[src/hw/csfx_defs.svh]
`ifndef CSFX_DEFS_SVH
`define CSFX_DEFS_SVH

// ------
// Status flag bit positions
// ------
`define CSFX_FLAG_C 3'd0
`define CSFX_FLAG_Z 3'd1
`define CSFX_FLAG_N 3'd2
`define CSFX_FLAG_V 3'd3
`define CSFX_FLAG_S 3'd4
`define CSFX_FLAG_H 3'd5
`define CSFX_FLAG_T 3'd6
`define CSFX_FLAG_I 3'd7

// ------
// Register file layout
// ------
`define CSFX_NUM_REGS 32
`define CSFX_PTR_BASE 5'h1a
`define CSFX_HI_BIT 5'h01
`define CSFX_R0_IDX 5'h00

// ------
// Reset values and constants
// ------
`define CSFX_REG_RESET 8'h00
`define CSFX_FLAGS_RESET 8'h00
`define CSFX_SP_RESET 16'h0000
`define CSFX_ONE16 16'h0001

`endif

[src/hw/csfx_pkg.sv]
`include "csfx_defs.svh"

package csfx_pkg;

  // ------
  // Operations and addressing
  // ------
  typedef enum logic [4:0] {
    no_op = 5'h00,
    rotate_right_carry_op = 5'h01,
    arith_shift_right_op = 5'h02,
    bit_store_to_flag_op = 5'h03,
    bit_load_from_flag_op = 5'h04,
    generic_flag_set_op = 5'h05,
    generic_flag_clear_op = 5'h06,
    indirect_load_op = 5'h07,
    displaced_load_op = 5'h08,
    indirect_store_op = 5'h09,
    displaced_store_op = 5'h0a,
    direct_data_load_op = 5'h0b,
    direct_data_store_op = 5'h0c,
    program_memory_read_op = 5'h0d,
    stack_push_op = 5'h0e,
    stack_pop_op = 5'h0f,
    debug_break_op = 5'h10
  } csfx_op_t;

  typedef enum logic [1:0] {
    am_plain = 2'b00,
    am_post_inc = 2'b01,
    am_pre_dec = 2'b10
  } csfx_amode_t;

  typedef enum logic [1:0] {
    ptr_x = 2'b00,
    ptr_y = 2'b01,
    ptr_z = 2'b10
  } csfx_ptr_t;

  typedef enum logic [2:0] {
    s_idle = 3'b000,
    s_data = 3'b001,
    s_pwait = 3'b010,
    s_pread = 3'b011,
    s_debug = 3'b100
  } csfx_state_t;

  // ------
  // Carriers
  // ------
  typedef struct packed {
    csfx_op_t op;
    csfx_amode_t amode;
    csfx_ptr_t ptr;
    logic [4:0] rd;
    logic [4:0] rr;
    logic [2:0] bit_sel;
    logic [5:0] disp;
    logic [15:0] addr;
    logic pgm_to_r0;
  } csfx_op_req_t;

  typedef struct packed {
    logic re;
    logic we;
    logic [15:0] addr;
    logic [7:0] wdata;
  } csfx_dmem_req_t;

  // ------
  // Shared decoders
  // ------
  function automatic logic [7:0] bit_mask(input logic [2:0] sel);
    bit_mask = 8'h01 << sel;
  endfunction

  function automatic logic [4:0] ptr_lo_idx(input csfx_ptr_t sel);
    ptr_lo_idx = `CSFX_PTR_BASE + {2'b00, sel, 1'b0};
  endfunction

endpackage

[src/hw/csfx_regfile.sv]
`timescale 1ns/1ns
`include "csfx_defs.svh"

module csfx_regfile (
  // Clock and reset
  input wire logic core_clk,
  input wire logic reset,
  // Read ports
  input wire logic [4:0] rd_a_idx,
  output logic [7:0] rd_a_data,
  input wire logic [4:0] rd_b_idx,
  output logic [7:0] rd_b_data,
  input wire logic [4:0] rd_c_idx,
  output logic [7:0] rd_c_data,
  // Byte write port
  input wire logic wr_en,
  input wire logic [4:0] wr_idx,
  input wire logic [7:0] wr_data,
  // Pointer pair write port
  input wire logic pw_en,
  input wire csfx_pkg::csfx_ptr_t pw_sel,
  input wire logic [15:0] pw_data,
  // Pointer pair values
  output logic [15:0] ptr_x_val,
  output logic [15:0] ptr_y_val,
  output logic [15:0] ptr_z_val
);

  logic [7:0] regs_q [`CSFX_NUM_REGS];
  logic [7:0] regs_d [`CSFX_NUM_REGS];
  logic [4:0] lo_idx;
  logic [4:0] hi_idx;

  assign lo_idx = csfx_pkg::ptr_lo_idx(pw_sel);
  assign hi_idx = lo_idx | `CSFX_HI_BIT;

  // ------
  // Storage
  // ------
  // Byte write wins over a pointer write
  for (genvar i = 0; i < `CSFX_NUM_REGS; i++) begin : g_reg
    always_comb begin
      regs_d[i] = regs_q[i];
      if (pw_en && lo_idx == 5'(i)) begin
        regs_d[i] = pw_data[7:0];
      end
      if (pw_en && hi_idx == 5'(i)) begin
        regs_d[i] = pw_data[15:8];
      end
      if (wr_en && wr_idx == 5'(i)) begin
        regs_d[i] = wr_data;
      end
    end

    always_ff @(posedge core_clk) begin
      if (reset) begin
        regs_q[i] <= `CSFX_REG_RESET;
      end else begin
        regs_q[i] <= regs_d[i];
      end
    end
  end

  assign rd_a_data = regs_q[rd_a_idx];
  assign rd_b_data = regs_q[rd_b_idx];
  assign rd_c_data = regs_q[rd_c_idx];
  assign ptr_x_val = {regs_q[csfx_pkg::ptr_lo_idx(csfx_pkg::ptr_x) | `CSFX_HI_BIT],
                      regs_q[csfx_pkg::ptr_lo_idx(csfx_pkg::ptr_x)]};
  assign ptr_y_val = {regs_q[csfx_pkg::ptr_lo_idx(csfx_pkg::ptr_y) | `CSFX_HI_BIT],
                      regs_q[csfx_pkg::ptr_lo_idx(csfx_pkg::ptr_y)]};
  assign ptr_z_val = {regs_q[csfx_pkg::ptr_lo_idx(csfx_pkg::ptr_z) | `CSFX_HI_BIT],
                      regs_q[csfx_pkg::ptr_lo_idx(csfx_pkg::ptr_z)]};

endmodule // csfx_regfile

[src/hw/csfx_shift_flag_unit.sv]
`timescale 1ns/1ns
`include "csfx_defs.svh"

module csfx_shift_flag_unit (
  // Operation
  input wire csfx_pkg::csfx_op_t op,
  input wire logic [2:0] bit_sel,
  // Operands
  input wire logic [7:0] rd_val,
  input wire logic [7:0] rr_val,
  input wire logic [7:0] flags_in,
  // Results
  output logic [7:0] result,
  output logic [7:0] flags_out
);

  logic [7:0] mask;
  logic shift_c;
  logic is_shift;

  assign mask = csfx_pkg::bit_mask(bit_sel);

  always_comb begin
    result = rd_val;
    flags_out = flags_in;
    shift_c = rd_val[0];
    is_shift = 1'b0;
    case (op)
      csfx_pkg::rotate_right_carry_op: begin
        result = {flags_in[`CSFX_FLAG_C], rd_val[7:1]}; // RULE1
        is_shift = 1'b1;
      end
      csfx_pkg::arith_shift_right_op: begin
        result = {rd_val[7], rd_val[7:1]}; // RULE1
        is_shift = 1'b1;
      end
      csfx_pkg::bit_store_to_flag_op: begin
        flags_out[`CSFX_FLAG_T] = |(rr_val & mask); // RULE2
      end
      csfx_pkg::bit_load_from_flag_op: begin
        result = flags_in[`CSFX_FLAG_T] ? (rd_val | mask) : (rd_val & ~mask); // RULE3
      end
      csfx_pkg::generic_flag_set_op: begin
        flags_out = flags_in | mask; // RULE4
      end
      csfx_pkg::generic_flag_clear_op: begin
        flags_out = flags_in & ~mask; // RULE4
      end
      default: begin
        result = rd_val;
      end
    endcase
    if (is_shift) begin
      flags_out[`CSFX_FLAG_C] = shift_c; // RULE1
      flags_out[`CSFX_FLAG_Z] = (result == 8'h00); // RULE16
      flags_out[`CSFX_FLAG_N] = result[7]; // RULE16
      flags_out[`CSFX_FLAG_V] = result[7] ^ shift_c; // RULE16
    end
  end

endmodule // csfx_shift_flag_unit

[src/hw/csfx_exec.sv]
`timescale 1ns/1ns
`include "csfx_defs.svh"

// Contract
// RULE1: Rotate through carry and arithmetic shift right take one cycle.
// RULE2: Bit store copies one source bit into the transfer flag only.
// RULE3: Bit load writes the transfer flag into one bit; flags kept.
// RULE4: Flag set or clear forces only its own bit in one cycle.
// RULE5: Indirect loads take two cycles; post-increment reads then bumps pointer.
// RULE6: Pre-decrement load lowers pointer first, then reads at new value.
// RULE7: Displaced load uses second or third pair plus offset, pointer kept.
// RULE8: Indirect stores take two cycles with post-increment and pre-decrement forms.
// RULE9: Displaced store writes at second or third pair plus offset, pointer kept.
// RULE10: Direct load reads immediate address into destination in two cycles.
// RULE11: Direct store writes source to immediate address in two cycles.
// RULE12: Program memory read via third pair takes three cycles, optional post-increment.
// RULE13: Push writes source onto stack in two cycles, flags untouched.
// RULE14: Pop loads destination from stack in two cycles, flags untouched.
// RULE15: Break halts for the debugger only; no count, flags kept.
// RULE16: Shifts set zero, negative from bit seven, overflow N xor C.

module csfx_exec (
  // Clock and reset
  input wire logic core_clk,
  input wire logic reset,
  // Decoded operation
  input wire logic op_valid,
  input wire csfx_pkg::csfx_op_req_t op_req,
  output logic op_ready,
  output logic op_done,
  // Data memory
  output csfx_pkg::csfx_dmem_req_t dmem_req,
  input wire logic [7:0] dmem_rdata,
  // Program memory
  output logic pmem_re,
  output logic [14:0] pmem_addr,
  input wire logic [15:0] pmem_rdata,
  // Debug
  output logic debug_halt,
  input wire logic debug_resume,
  input wire logic [4:0] dbg_reg_idx,
  output logic [7:0] dbg_reg_data,
  // State view
  output logic [7:0] status_flag_register,
  output logic [15:0] stack_ptr
);

  // ------
  // State
  // ------
  csfx_pkg::csfx_state_t state_q, state_d;
  logic [7:0] flags_q, flags_d;
  logic [15:0] sp_q, sp_d;
  csfx_pkg::csfx_dmem_req_t dmem_q, dmem_d;
  logic pmem_re_q, pmem_re_d;
  logic [14:0] pmem_addr_q, pmem_addr_d;
  logic wb_en_q, wb_en_d;
  logic [4:0] wb_idx_q, wb_idx_d;
  logic zhi_q, zhi_d;
  logic done_q, done_d;

  // ------
  // Register file and shift unit wiring
  // ------
  logic [7:0] rd_val;
  logic [7:0] rr_val;
  logic wr_en;
  logic [4:0] wr_idx;
  logic [7:0] wr_data;
  logic pw_en;
  csfx_pkg::csfx_ptr_t pw_sel;
  logic [15:0] pw_data;
  logic [15:0] ptr_x_val;
  logic [15:0] ptr_y_val;
  logic [15:0] ptr_z_val;
  logic [7:0] alu_result;
  logic [7:0] alu_flags;
  logic [15:0] ptr_cur;
  logic [15:0] ptr_inc;
  logic [15:0] ptr_dec;
  logic [15:0] disp_addr;
  logic take;

  csfx_regfile u_regfile (
    .core_clk(core_clk),
    .reset(reset),
    .rd_a_idx(op_req.rd),
    .rd_a_data(rd_val),
    .rd_b_idx(op_req.rr),
    .rd_b_data(rr_val),
    .rd_c_idx(dbg_reg_idx),
    .rd_c_data(dbg_reg_data),
    .wr_en(wr_en),
    .wr_idx(wr_idx),
    .wr_data(wr_data),
    .pw_en(pw_en),
    .pw_sel(pw_sel),
    .pw_data(pw_data),
    .ptr_x_val(ptr_x_val),
    .ptr_y_val(ptr_y_val),
    .ptr_z_val(ptr_z_val)
  );

  csfx_shift_flag_unit u_shift_flag (
    .op(op_req.op),
    .bit_sel(op_req.bit_sel),
    .rd_val(rd_val),
    .rr_val(rr_val),
    .flags_in(flags_q),
    .result(alu_result),
    .flags_out(alu_flags)
  );

  // ------
  // Address arithmetic
  // ------
  always_comb begin
    case (op_req.ptr)
      csfx_pkg::ptr_y: ptr_cur = ptr_y_val;
      csfx_pkg::ptr_z: ptr_cur = ptr_z_val;
      default: ptr_cur = ptr_x_val;
    endcase
  end

  assign ptr_inc = ptr_cur + `CSFX_ONE16;
  assign ptr_dec = ptr_cur - `CSFX_ONE16;
  // No offset form exists for the first pair, so its offset is ignored
  assign disp_addr = (op_req.ptr == csfx_pkg::ptr_x) ? ptr_cur : (ptr_cur + {10'h000, op_req.disp}); // RULE7 RULE9
  assign take = op_valid && (state_q == csfx_pkg::s_idle);

  // ------
  // Next state
  // ------
  always_comb begin
    state_d = state_q;
    flags_d = flags_q;
    sp_d = sp_q;
    dmem_d = '0;
    pmem_re_d = 1'b0;
    pmem_addr_d = pmem_addr_q;
    wb_en_d = wb_en_q;
    wb_idx_d = wb_idx_q;
    zhi_d = zhi_q;
    done_d = 1'b0;
    wr_en = 1'b0;
    wr_idx = op_req.rd;
    wr_data = alu_result;
    pw_en = 1'b0;
    pw_sel = op_req.ptr;
    pw_data = ptr_inc;
    case (state_q)
      csfx_pkg::s_idle: begin
        if (take) begin
          wb_en_d = 1'b0;
          wb_idx_d = op_req.rd;
          case (op_req.op)
            csfx_pkg::rotate_right_carry_op, csfx_pkg::arith_shift_right_op: begin
              wr_en = 1'b1; // RULE1
              flags_d = alu_flags; // RULE1 RULE16
              done_d = 1'b1;
            end
            csfx_pkg::bit_store_to_flag_op, csfx_pkg::generic_flag_set_op,
            csfx_pkg::generic_flag_clear_op: begin
              flags_d = alu_flags; // RULE2 RULE4
              done_d = 1'b1;
            end
            csfx_pkg::bit_load_from_flag_op: begin
              wr_en = 1'b1; // RULE3
              done_d = 1'b1;
            end
            csfx_pkg::indirect_load_op, csfx_pkg::indirect_store_op: begin
              dmem_d.re = (op_req.op == csfx_pkg::indirect_load_op); // RULE5
              dmem_d.we = (op_req.op == csfx_pkg::indirect_store_op); // RULE8
              dmem_d.wdata = rr_val;
              dmem_d.addr = (op_req.amode == csfx_pkg::am_pre_dec) ? ptr_dec : ptr_cur; // RULE6 RULE8
              pw_en = (op_req.amode != csfx_pkg::am_plain); // RULE5 RULE8
              pw_data = (op_req.amode == csfx_pkg::am_pre_dec) ? ptr_dec : ptr_inc; // RULE6
              wb_en_d = (op_req.op == csfx_pkg::indirect_load_op);
              state_d = csfx_pkg::s_data;
            end
            csfx_pkg::displaced_load_op, csfx_pkg::displaced_store_op: begin
              dmem_d.re = (op_req.op == csfx_pkg::displaced_load_op); // RULE7
              dmem_d.we = (op_req.op == csfx_pkg::displaced_store_op); // RULE9
              dmem_d.wdata = rr_val;
              dmem_d.addr = disp_addr;
              wb_en_d = (op_req.op == csfx_pkg::displaced_load_op);
              state_d = csfx_pkg::s_data;
            end
            csfx_pkg::direct_data_load_op, csfx_pkg::direct_data_store_op: begin
              dmem_d.re = (op_req.op == csfx_pkg::direct_data_load_op); // RULE10
              dmem_d.we = (op_req.op == csfx_pkg::direct_data_store_op); // RULE11
              dmem_d.wdata = rr_val;
              dmem_d.addr = op_req.addr; // RULE10 RULE11
              wb_en_d = (op_req.op == csfx_pkg::direct_data_load_op);
              state_d = csfx_pkg::s_data;
            end
            csfx_pkg::program_memory_read_op: begin
              pmem_re_d = 1'b1; // RULE12
              pmem_addr_d = ptr_z_val[15:1];
              zhi_d = ptr_z_val[0];
              wb_idx_d = op_req.pgm_to_r0 ? `CSFX_R0_IDX : op_req.rd; // RULE12
              pw_sel = csfx_pkg::ptr_z;
              pw_data = ptr_z_val + `CSFX_ONE16;
              pw_en = (op_req.amode == csfx_pkg::am_post_inc); // RULE12
              wb_en_d = 1'b1;
              state_d = csfx_pkg::s_pwait;
            end
            csfx_pkg::stack_push_op: begin
              dmem_d.we = 1'b1; // RULE13
              dmem_d.addr = sp_q;
              dmem_d.wdata = rr_val;
              sp_d = sp_q - `CSFX_ONE16; // RULE13
              state_d = csfx_pkg::s_data;
            end
            csfx_pkg::stack_pop_op: begin
              dmem_d.re = 1'b1; // RULE14
              dmem_d.addr = sp_q + `CSFX_ONE16;
              sp_d = sp_q + `CSFX_ONE16; // RULE14
              wb_en_d = 1'b1;
              state_d = csfx_pkg::s_data;
            end
            csfx_pkg::debug_break_op: begin
              state_d = csfx_pkg::s_debug; // RULE15
            end
            default: begin
              done_d = 1'b1;
            end
          endcase
        end
      end
      csfx_pkg::s_data: begin
        // Memory answers in the cycle its strobe is high
        wr_en = wb_en_q; // RULE5 RULE10 RULE14
        wr_idx = wb_idx_q;
        wr_data = dmem_rdata;
        done_d = 1'b1;
        state_d = csfx_pkg::s_idle;
      end
      csfx_pkg::s_pwait: begin
        state_d = csfx_pkg::s_pread; // RULE12
      end
      csfx_pkg::s_pread: begin
        wr_en = 1'b1; // RULE12
        wr_idx = wb_idx_q;
        wr_data = zhi_q ? pmem_rdata[15:8] : pmem_rdata[7:0];
        done_d = 1'b1;
        state_d = csfx_pkg::s_idle;
      end
      csfx_pkg::s_debug: begin
        // Halted until the debugger lets go; flags stay as they were
        if (debug_resume) begin
          done_d = 1'b1; // RULE15
          state_d = csfx_pkg::s_idle;
        end
      end
      default: begin
        state_d = csfx_pkg::s_idle;
      end
    endcase
  end

  // ------
  // Registers
  // ------
  always_ff @(posedge core_clk) begin
    if (reset) begin
      state_q <= csfx_pkg::s_idle;
      flags_q <= `CSFX_FLAGS_RESET;
      sp_q <= `CSFX_SP_RESET;
      dmem_q <= '0;
      pmem_re_q <= 1'b0;
      pmem_addr_q <= '0;
      wb_en_q <= 1'b0;
      wb_idx_q <= '0;
      zhi_q <= 1'b0;
      done_q <= 1'b0;
    end else begin
      state_q <= state_d;
      flags_q <= flags_d;
      sp_q <= sp_d;
      dmem_q <= dmem_d;
      pmem_re_q <= pmem_re_d;
      pmem_addr_q <= pmem_addr_d;
      wb_en_q <= wb_en_d;
      wb_idx_q <= wb_idx_d;
      zhi_q <= zhi_d;
      done_q <= done_d;
    end
  end

  // ------
  // Outputs
  // ------
  assign op_ready = (state_q == csfx_pkg::s_idle);
  assign op_done = done_q;
  assign dmem_req = dmem_q;
  assign pmem_re = pmem_re_q;
  assign pmem_addr = pmem_addr_q;
  assign debug_halt = (state_q == csfx_pkg::s_debug);
  assign status_flag_register = flags_q;
  assign stack_ptr = sp_q;

endmodule // csfx_exec

[config.mk]
export PLATFORM = sky130hd
export DESIGN_NAME = csfx_exec
export DESIGN_NICKNAME = d
export VERILOG_FILES = /design/src/hw/csfx_pkg.sv /design/src/hw/csfx_regfile.sv /design/src/hw/csfx_shift_flag_unit.sv /design/src/hw/csfx_exec.sv
export VERILOG_INCLUDE_DIRS = /design/src /design/src/hw
export SDC_FILE = /design/constraint.sdc
export NUM_CORES = 1
export LEC_CHECK = 0
export ABC_AREA = 0
export BUFFER_PORTS_ARGS = -buffer_cell sky130_fd_sc_hd__buf_2
export CORE_MARGIN = 2
export CORE_UTILIZATION = 25
export CTS_CLUSTER_DIAMETER = 200
export DETAILED_ROUTE_END_ITERATION = 7
export PLACE_DENSITY = 0.43
export SLEW_MARGIN = 20
export SYNTH_ARGS = -nofsm -noshare
export SYNTH_HDL_FRONTEND = slang
export SYNTH_SLANG_ARGS = --single-unit
[constraint.sdc]
create_clock -name core_clk -period 7.5 [get_ports core_clk]
set_input_delay 1.125 -clock core_clk [delete_from_list [all_inputs] [get_ports core_clk]]
set_output_delay 1.125 -clock core_clk [all_outputs]
set_load 0.01 [all_outputs]
Yosys cells after proc, flatten, opt, wreduce, memory -nomap -nowiden
Memory sizes are Yosys's and may differ from the RTL's.
Index checks and enable logic that the tools add are counted.
{"block": "op_classes", "n_eq_ne": 136, "n_bitwise": 42, "n_reduce_logical": 147, "muxes": 158, "n_addsub": 7, "shift": 1}
{"op": "2-to-1 mux 8 bit", "n": 115}
{"op": "== test 5 bit, second input constant", "n": 33}
{"op": "== test 5 x 4 -> 1 bit, second input constant", "n": 24}
{"op": "case mux 16 bit (2 select lines)", "n": 3}
{"op": "logical AND 1 bit", "n": 82}
{"op": "2-to-1 mux 16 bit", "n": 5}
{"op": "case mux 16 bit (5 select lines)", "n": 1}
{"op": "AND reduction 2 bit", "n": 33}
{"op": "== test 5 x 3 -> 1 bit, second input constant", "n": 12}
{"op": "inequality test 3 bit, second input constant", "n": 17}
{"op": "adder 16 x 1 -> 16 bit, second input constant", "n": 3}
{"op": "== test 4 bit, second input constant", "n": 8}
{"op": "bitwise OR 1 bit", "n": 32}
{"op": "subtractor 16 x 1 -> 16 bit, second input constant", "n": 2}
{"op": "== test 5 x 2 -> 1 bit, second input constant", "n": 6}
{"op": "inequality test 2 bit, second input constant", "n": 15}
{"op": "AND 8 bit", "n": 3}
{"op": "case mux 8 bit (3 select lines)", "n": 1}
{"op": "case mux 3 bit (3 select lines)", "n": 2}
{"op": "adder 16 x 6 -> 16 bit", "n": 1}
{"op": "== test 4 x 3 -> 1 bit, second input constant", "n": 4}
{"op": "bitwise OR 8 bit", "n": 2}
{"op": "case mux 8 bit (2 select lines)", "n": 1}
{"op": "OR reduction 8 bit", "n": 2}
{"op": "other kinds (39)", "n": 84}
{"block": "totals", "wordCells": 507, "input_bits": 78, "memories": 1, "mem_bits_rw": 256, "out_inout_bits": 77, "reg_bits": 77}
{"memory": "u_regfile.regs_q", "words": 32, "word_bits": 8, "rd": 9, "rd_ports_with_merged_regs": 0, "write_ports": 32, "line_no": "csfx_regfile.sv:29", "source": "logic [7:0] regs_q [`CSFX_NUM_REGS];"}

Depth between registers and ports, before layout
Gate-level depths: netlist (run 1).
{"block": "logic_depth", "ltp_word": 11, "mapped_depth": 18, "depth_no_buf": 15}

Cells and area by module
A second synthesis (run 1) with hierarchy kept.
{"block": "unflattened", "cells_unflattened": 2145, "area_unflattened_um2": 23906.7}
{"mod": "csfx_regfile", "instances": 1, "cells_each": 1129, "area_per_inst_um2": 16628.4, "seq_area_each_um2": 7206.9}
{"mod": "csfx_exec", "instances": 1, "cells_each": 912, "area_per_inst_um2": 6661.4, "seq_area_each_um2": 1541.5}
{"mod": "csfx_shift_flag_unit", "instances": 1, "cells_each": 104, "area_per_inst_um2": 616.8, "seq_area_each_um2": 0.0}

Least setup slack after synthesis (run 1)
OpenSTA, ideal clock, no wires.
{"block": "synth_timing", "kind": "input to output", "from": "input port dbg_reg_idx[0]", "to": "output port dbg_reg_data[0]", "path_stages": 5, "path_buffers": 2, "t_arrival_ps": 3349, "slack_ps": 3026, "required_time_ps": 6375, "cell_sequence": "clkbuf_1 > buf_1 > mux4_2 > mux4_2 > mux2_2"}
{"block": "synth_between", "elab_chain_cells": 1}
{"element": "start, declared", "line_no": "csfx_exec.sv:41", "source": "input wire logic [4:0] dbg_reg_idx,"}
{"element": "memory read (32 x 8 bit)"}
{"element": "end, declared", "line_no": "csfx_exec.sv:42", "source": "output logic [7:0] dbg_reg_data,"}
No other way between the ends.

Worst setup path after layout (run 1)
{"block": "layout_timing", "from": "input port dbg_reg_idx[1]", "to": "output port dbg_reg_data[0]"}
The elaborated chain is that of the path after synthesis.

==> flow_summary.json, run 1 <==
{
  "synth_area_um2": 23300,
  "total_leakage_power_nw": 9.28,
  "clock_tree.buffer_depth": 3,
  "holdCritStartpoint": "pmem_addr[10]",
  "critical_path_class": "in -> out",
  "reg2reg_setup_slack_ns": 3.47,
  "grt-ovfl-total": 0,
  "routed_wl_mm": 109,
  "detail-route-antenna-nets": 0,
  "routed-via-count": 20944,
  "synth.distinct_cells": 95,
  "worst_hold_slack_ns": 0.448,
  "cts.repair_timing.setup_buffer_count": 0,
  "ys_seq_elements": 333,
  "floorplan.io_pins": 155,
  "number_of_enable_flip_flop_cells_after_synthesis": 208,
  "hold_bufs_at_cts": 0,
  "fp.dieArea_um2": 95500,
  "yosysWarningCount": 0,
  "grt_start_max_net_pins": 57,
  "ctsResizeCount": 0,
  "tritoncts.num_buffers": 42,
  "netSwitchingPower_mw": 1.59,
  "irDropWorstVdd_uv": 149,
  "placedCellCount": 3574,
  "die-width_um": 309,
  "final_min_period_over_clock_period_pct": 67.9,
  "post_route_setup_tns_ns": 0,
  "cts_tree": "done",
  "timing.final.max_slew_violations": 0,
  "pwr_density_cell_nw_per_um2": 192,
  "timing.hold.worst_path_depth": 2,
  "remaining_max_slew_budget_at_the_tightest_pin_pct": 25.5,
  "mappedNetlistNets": 2430,
  "insertion_delay_ns": 0.59,
  "dp.final_hpwl_mm": 81.8,
  "leading_cell_types_by_count_after_synthesis": "362 x sky130_fd_sc_hd__nor2_1, 245 x sky130_fd_sc_hd__nand2_1, 208 x sky130_fd_sc_hd__edfxtp_1",
  "postSynth.topFlopCell": "sky130_fd_sc_hd__edfxtp_1",
  "finalClockSkew_ns": 0.0233,
  "final-setup-viol-count": 0,
  "outcome": "complete, no violations",
  "power.switching_fraction_pct": 31.4,
  "drt_first_iter_violations": 2488,
  "global_route.usage.total_pct": 22.4,
  "async_reset_ff_share_pct": 0,
  "synth-seq-area-share_pct": 37.6,
  "floorplan.initialDensity_pct": 25.3,
  "required_ns": 6.38,
  "final.setup.worst_slack_ns": 2.41,
  "max_slew.worst_pin.slew_ns": 1.12,
  "post_synth_main_area_contributors": "sky130_fd_sc_hd__edfxtp_1 27%, sky130_fd_sc_hd__mux4_2 17%, sky130_fd_sc_hd__dfxtp_1 11%",
  "crit_fanout": 34,
  "first_global_vias": 20001,
  "cts_root_buf": "sky130_fd_sc_hd__clkbuf_16",
  "htree_levels": 2,
  "post-synth-top-area-fraction_pct": 26.8,
  "dp_slack_ns": 2.03,
  "firstDrtPassIters": 6,
  "layout.cells.non_filler": 3652,
  "r2r.worst_path.cells": 12,
  "cellInternalPower_mw": 3.47,
  "critPathArrivalTime_ns": 3.96,
  "std_cell_rows": 111,
  "period_needed_ns": 5.09,
  "first_pass_grt_wire_length_mm": 154,
  "finalWeightedCongestion": 1.00,
  "tightest_hold_check_type": "reg -> reg",
  "avgSynthCellArea_um2": 9.95,
  "endpoint_kind": "output pin",
  "portBuffers": 154,
  "core_area_um2": 91900,
  "pwr-share-clk_pct": 39.6,
  "finalNetCount": 2468,
  "power.share.sequential_pct": 40.5,
  "syn_to_final_growth_pct": 13.5,
  "final_layout_size_suffix_gt1_share_pct": 20.7,
  "dieHeight_um": 309,
  "top_cell_type_by_total_area_after_synthesis": "sky130_fd_sc_hd__edfxtp_1",
  "rr_startpoint": "u_regfile.regs_q[30][0]",
  "crit_start_category": "input port",
  "route.detailed.wl_per_inst_um": 29.9,
  "clkSlewWorstSetupHoldPaths_ns": 0.05,
  "maxCapViolCount": 0,
  "report.final.hold_viol_count": 0,
  "rsz0062_at_grt": "no",
  "worst_r2r_endpoint": "u_regfile.regs_q[1][4]",
  "syn_inst": 2337,
  "worst_hold_path.endpoint": "pmem_addr[10]",
  "clock_sink_count": 333,
  "achievable-frequency_ghz": 0.196,
  "yosys.cell_count.top_type": "sky130_fd_sc_hd__nor2_1",
  "pwr-share-comb_pct": 19.8,
  "route.detailed.drc": 0,
  "via_per_inst": 5.73,
  "initial_antenna_violation_count": 5,
  "filler_cell_count": 9731
}
## final cells by class
| type | instances | area (µm²) | area share [%] |
|---|---|---|---|
| diodes | 2 | 5.00 | 0.0190 |
| clock buffers | 57 | 1160 | 4.39 |
| clock inverters | 19 | 169 | 0.640 |
| inverters | 31 | 116 | 0.441 |
| multi-input cells | 1769 | 13500 | 51.3 |
| flip-flops and latches | 333 | 8750 | 33.1 |
| well taps | 1243 | 1560 | 5.89 |
| repair buffers | 198 | 1110 | 4.22 |
## how the worst max path moves through the flow
stage,from,endpoint,slack (ns),cells after the start
2_1_floorplan,dbg_reg_idx[0],dbg_reg_data[0],3.03,5
3_3_place_gp,op_req[36],u_regfile.regs_q[1][4],2.12,13
3_5_place_dp,op_req[36],u_regfile.regs_q[1][4],2.03,13
4_1_cts,dbg_reg_idx[1],dbg_reg_data[0],2.46,6
5_1_grt,op_req[37],u_regfile.regs_q[1][4],2.40,15
6_report,dbg_reg_idx[1],dbg_reg_data[0],2.41,6
## sequential cells by signal (all words and copies together), names as in the netlist, named ones only
register and count:
stack_ptr 16, u_regfile.regs_q 256, status_flag_register 1, wb_en_q 1, state_q 3, op_done 1, zhi_q 1, dmem_req 26
wb_idx_q 5, pmem_re 1, pmem_addr 15
## per-layer routing
metal / wire [µm] / GRT usage [%] / vias to the layer above
met5: 27 / 0 / -
met4: 4930 / 9.21 / 4
li1: - / - / 8908
met1: 44700 / 29.8 / 10718
met2: 50900 / 36.6 / 1120
met3: 8640 / 3.23 / 194
## metrics by stage
stage	area, µm²	util, %	power [mW]
3_5_place_dp	25100	27.3	3.08
6_report	26400	28.7	5.06
5_1_grt	26400	28.7	5.21
2_1_floorplan	23300	-	2.69
4_1_cts	26400	28.7	5.09
3_3_place_gp	25100	27.3	3.08
## logic make-up after synthesis
family | synth area share, %
simple gates | 17.3
buf+inv | 4.41
mux | 23.0
flops | 37.6
fa+ha+maj | 0.839
compound gates | 14.1
xor+xnor | 2.79
## critical path: stages
cell	delay, ns
sky130_fd_sc_hd__buf_2	0.65
sky130_fd_sc_hd__buf_4	0.62
sky130_fd_sc_hd__mux4_2	0.46
sky130_fd_sc_hd__mux4_2	0.53
sky130_fd_sc_hd__mux2_2	0.34
sky130_fd_sc_hd__buf_2	0.16
## power by group through the flow
stage | Combinational [mW] | Clock [mW] | Sequential [mW]
floorplan | 0.630 | 0 | 2.06
global placement | 0.995 | 0 | 2.09
detailed placement | 0.993 | 0 | 2.09
CTS | 0.997 | 2.05 | 2.05
global route | 1.05 | 2.10 | 2.06
finish | 1.00 | 2.01 | 2.05
## cells in the final DEF (no fill, tap or decap), types with 10 or more instances in the layout
master / instances
sky130_fd_sc_hd__a211oi_1: 10
sky130_fd_sc_hd__a21o_1: 14
sky130_fd_sc_hd__a21oi_1: 121
sky130_fd_sc_hd__a221oi_1: 19
sky130_fd_sc_hd__a22oi_1: 87
sky130_fd_sc_hd__a31oi_1: 19
sky130_fd_sc_hd__and2_1: 20
sky130_fd_sc_hd__and3_1: 12
sky130_fd_sc_hd__buf_2: 149
sky130_fd_sc_hd__buf_4: 49
sky130_fd_sc_hd__clkbuf_1: 11
sky130_fd_sc_hd__clkbuf_16: 43
sky130_fd_sc_hd__clkinv_2: 10
sky130_fd_sc_hd__dfxtp_1: 125
sky130_fd_sc_hd__edfxtp_1: 208
sky130_fd_sc_hd__ha_1: 14
sky130_fd_sc_hd__inv_1: 27
sky130_fd_sc_hd__mux2_2: 19
sky130_fd_sc_hd__mux2i_1: 122
sky130_fd_sc_hd__mux4_2: 171
sky130_fd_sc_hd__nand2_1: 245
sky130_fd_sc_hd__nand2b_1: 23
sky130_fd_sc_hd__nand3_1: 70
sky130_fd_sc_hd__nand4_1: 17
sky130_fd_sc_hd__nor2_1: 362
sky130_fd_sc_hd__nor2b_1: 15
sky130_fd_sc_hd__nor3_1: 38
sky130_fd_sc_hd__nor4_1: 15
sky130_fd_sc_hd__o211ai_1: 11
sky130_fd_sc_hd__o21ai_0: 77
sky130_fd_sc_hd__o221ai_1: 10
sky130_fd_sc_hd__o22ai_1: 36
sky130_fd_sc_hd__xnor2_1: 47
sky130_fd_sc_hd__xor2_1: 27
Power figures use the tool's default switching activity.
==> inputs of run 2 (changes only) <==
--- a/config.mk
+++ b/config.mk
@@ -6,7 +6,7 @@
 export SDC_FILE = /design/constraint.sdc
 export NUM_CORES = 1
 export LEC_CHECK = 0
-export ABC_AREA = 0
+export ABC_AREA = 1
 export BUFFER_PORTS_ARGS = -buffer_cell sky130_fd_sc_hd__buf_2
 export CORE_MARGIN = 2
 export CORE_UTILIZATION = 25
==> constraint.sdc (replaced) <==
create_clock -name core_clk -period 5.1 [get_ports core_clk]
set_input_delay 0.765 -clock core_clk [delete_from_list [all_inputs] [get_ports core_clk]]
set_output_delay 0.765 -clock core_clk [all_outputs]
set_load 0.01 [all_outputs]
==> run 2 against run 1 <==
Synthesized cell count up 62%. Via count up 31%. Core utilization up 0.25 points. Critical endpoint is now dbg_reg_data[7]. Synthesized area up 5.2%. Critical path depth up 3. Power up 55%. Hold slack about the same. Global-route usage up 1.8 points. Register-to-register slack worse by 1.7 ns. Worst setup slack worse by 1.2 ns.
==> flow_summary.json, run 2 <==
{
  "outcome": "complete, no violations",
  "route.detailed.drc": 0,
  "worst_r2r_endpoint": "u_regfile.regs_q[30][1]",
  "grt_start_max_net_pins": 90,
  "leading_cell_types_by_count_after_synthesis": "1047 x sky130_fd_sc_hd__nand2_1, 520 x sky130_fd_sc_hd__nor2_1, 496 x sky130_fd_sc_hd__nand3_1",
  "final_min_period_over_clock_period_pct": 75.5,
  "clock_tree.buffer_depth": 3,
  "via_per_inst": 5.34,
  "cts_root_buf": "sky130_fd_sc_hd__clkbuf_16",
  "synth-seq-area-share_pct": 35.7,
  "initial_antenna_violation_count": 3,
  "post-synth-top-area-fraction_pct": 25.5,
  "endpoint_kind": "output pin",
  "most-common-layout-cells": "1047 x sky130_fd_sc_hd__nand2_1, 518 x sky130_fd_sc_hd__nor2_1, 496 x sky130_fd_sc_hd__nand3_1, 310 x sky130_fd_sc_hd__o21ai_0, 221 x sky130_fd_sc_hd__inv_1",
  "portBuffers": 154,
  "yosysWarningCount": 0,
  "reg2reg_setup_slack_ns": 1.77,
  "firstDrtPassIters": 5,
  "avgSynthCellArea_um2": 6.48,
  "irDropWorstVdd_uv": 226,
  "filler_cell_count": 10823,
  "period_needed_ns": 3.85,
  "timing.final.max_slew_violations": 0,
  "finalWeightedCongestion": 0.948,
  "global_route.usage.total_pct": 24.2,
  "total_leakage_power_nw": 11.5,
  "tightest_hold_check_type": "in -> reg",
  "post_route_setup_tns_ns": 0,
  "number_of_enable_flip_flop_cells_after_synthesis": 208,
  "postSynth.topFlopCell": "sky130_fd_sc_hd__edfxtp_1",
  "number_of_flip_flops_in_the_largest_register": 256,
  "floorplan.io_pins": 155,
  "largest-register": "u_regfile.regs_q",
  "top_cell_type_by_total_area_after_synthesis": "sky130_fd_sc_hd__edfxtp_1",
  "required_ns": 4.34,
  "htree_levels": 2,
  "insertion_delay_ns": 0.61,
  "critPathArrivalTime_ns": 3.09,
  "post_synth_main_area_contributors": "sky130_fd_sc_hd__edfxtp_1 26%, sky130_fd_sc_hd__nand2_1 16%, sky130_fd_sc_hd__dfxtp_1 10%",
  "dieHeight_um": 317,
  "timing.hold.worst_path_depth": 3,
  "syn_inst": 3776,
  "synth_area_um2": 24500,
  "mostFrequentLayoutCell": "sky130_fd_sc_hd__nand2_1",
  "hold_bufs_at_cts": 0,
  "clkSlewWorstSetupHoldPaths_ns": 0.06,
  "first_global_vias": 25533,
  "ys_seq_elements": 333,
  "fp.dieArea_um2": 100000,
  "final-setup-viol-count": 0,
  "crit_start_category": "input port",
  "finalNetCount": 3920,
  "tritoncts.num_buffers": 44,
  "syn_to_final_growth_pct": 14.6,
  "achievable-frequency_ghz": 0.260,
  "drt_first_iter_violations": 3189,
  "final_layout_size_suffix_gt1_share_pct": 10.3,
  "finalClockSkew_ns": 0.0345,
  "die-width_um": 317,
  "ctsResizeCount": 0,
  "mappedNetlistNets": 3869,
  "critical_path_class": "in -> out",
  "grt-ovfl-total": 0,
  "async_reset_ff_share_pct": 0,
  "r2r.worst_path.cells": 14,
  "std_cell_rows": 114,
  "maxCapViolCount": 0,
  "pwr_density_cell_nw_per_um2": 280,
  "max_slew.worst_pin.slew_ns": 0.987,
  "remaining_max_slew_budget_at_the_tightest_pin_pct": 34.2,
  "rr_startpoint": "state_q[1]",
  "synth.distinct_cells": 56,
  "core_area_um2": 96900,
  "crit_fanout": 72,
  "yosys.cell_count.top_type": "sky130_fd_sc_hd__nand2_1",
  "routed_wl_mm": 125,
  "floorplan.initialDensity_pct": 25.3,
  "critical_path.startpoint": "dbg_reg_idx[0]",
  "cts_tree": "done",
  "worst_hold_slack_ns": 0.448,
  "first_pass_grt_wire_length_mm": 180,
  "route.detailed.wl_per_inst_um": 24.3,
  "cts.repair_timing.setup_buffer_count": 0,
  "dp.final_hpwl_mm": 88.9,
  "rsz0062_at_grt": "no",
  "detail-route-antenna-nets": 0,
  "cp-endpoint": "dbg_reg_data[7]",
  "clock_sink_count": 333,
  "report.final.hold_viol_count": 0,
  "routed-via-count": 27438
}
run 2: cell count changes after synthesis, sizes merged, moves of 40 or more:
cell | previous run | this run
mux4 | 171 | 0
o211ai | 11 | 51
o21ai | 80 | 327
nand3 | 70 | 501
inv | 29 | 253
a22oi | 87 | 17
nor2 | 362 | 530
mux2i | 125 | 0
xnor2 | 47 | 2
a21oi | 124 | 223
nand2 | 245 | 1056
run 2: logic make-up (layout without fill, tap and decap cells):
| kind of cell | count (synthesis) | in the layout | synth area share (%) |
|---|---|---|---|
| buffers and inverters | 506 | 592 | 8.58 |
| xor gates and xnor gates | 9 | 9 | 0.322 |
| adders and majority gates | 15 | 15 | 0.797 |
| other | 0 | 1 | 0 |
| AOI/OAI and AO/OA | 767 | 767 | 18.2 |
| DFF | 333 | 333 | 35.7 |
| and+or+nand+nor | 2146 | 2146 | 36.4 |
run 2: critical path, cell delays in order:
cell and delay [ns]:
sky130_fd_sc_hd__buf_4 0.13, sky130_fd_sc_hd__buf_4 0.66, sky130_fd_sc_hd__o21ai_0 0.15, sky130_fd_sc_hd__o22ai_1 0.19
sky130_fd_sc_hd__nor2_1 0.06, sky130_fd_sc_hd__nor2_1 0.13, sky130_fd_sc_hd__o21ai_0 0.13, sky130_fd_sc_hd__a32oi_1 0.57
sky130_fd_sc_hd__buf_2 0.26
run 2: how the worst min path moves through the flow:
stage / from / end / slack (ns)
after floorplan: flop / flop / 0.48
after global placement: flop / flop / 0.46
after detailed placement: flop / flop / 0.47
after CTS: debug_resume / op_done / 0.42
after global routing: debug_resume / op_done / 0.46
final: debug_resume / op_done / 0.45
run 2: power breakdown:
| part | internal, mW | total, mW | switching [mW] |
|---|---|---|---|
| Sequential | 2.93 | 3.01 | 0.0763 |
| Clock | 1.94 | 3.28 | 1.34 |
| Combinational | 0.392 | 1.58 | 1.18 |
run 2: area by class of cell:
type / count / area, µm² / share of cell area, %
antenna: 1 / 2.50 / 0.00892
clock buffer: 58 / 1210 / 4.33
clock inverter: 23 / 262 / 0.932
inverter: 264 / 998 / 3.56
multi-input combinational: 2937 / 13600 / 48.7
sequential: 333 / 8750 / 31.2
tap: 1276 / 1600 / 5.69
timing repair buffer: 247 / 1580 / 5.62
run 2: stage by stage:
| stage | worst slack, ns | power [mW] | area [µm²] | utilization [%] | instances |
|---|---|---|---|---|---|
| 6_report | 1.25 | 7.86 | 28000 | 29.0 | 5139 |
| 5_1_grt | 0.974 | 8.11 | 28000 | 29.0 | 5138 |
| 4_1_cts | 1.33 | 7.88 | 28000 | 29.0 | 5138 |
| 3_5_place_dp | 0.897 | 4.61 | 26600 | 27.4 | 5057 |
| 3_3_place_gp | 0.941 | 4.61 | 26600 | 27.4 | 5057 |
| 2_1_floorplan | 1.90 | 3.95 | 24500 | - | 3776 |
run 2: layer usage:
layer | global-route usage (%) | wire, µm | part of all wire [%] | up-vias
li1 | - | - | - | 12870
met4 | 10.3 | 5480 | 4.4 | 4
met1 | 33.1 | 54000 | 43 | 13061
met2 | 38.1 | 55900 | 45 | 1289
met5 | 0 | 23 | 0.018 | -
met3 | 3.25 | 9400 | 7.5 | 214
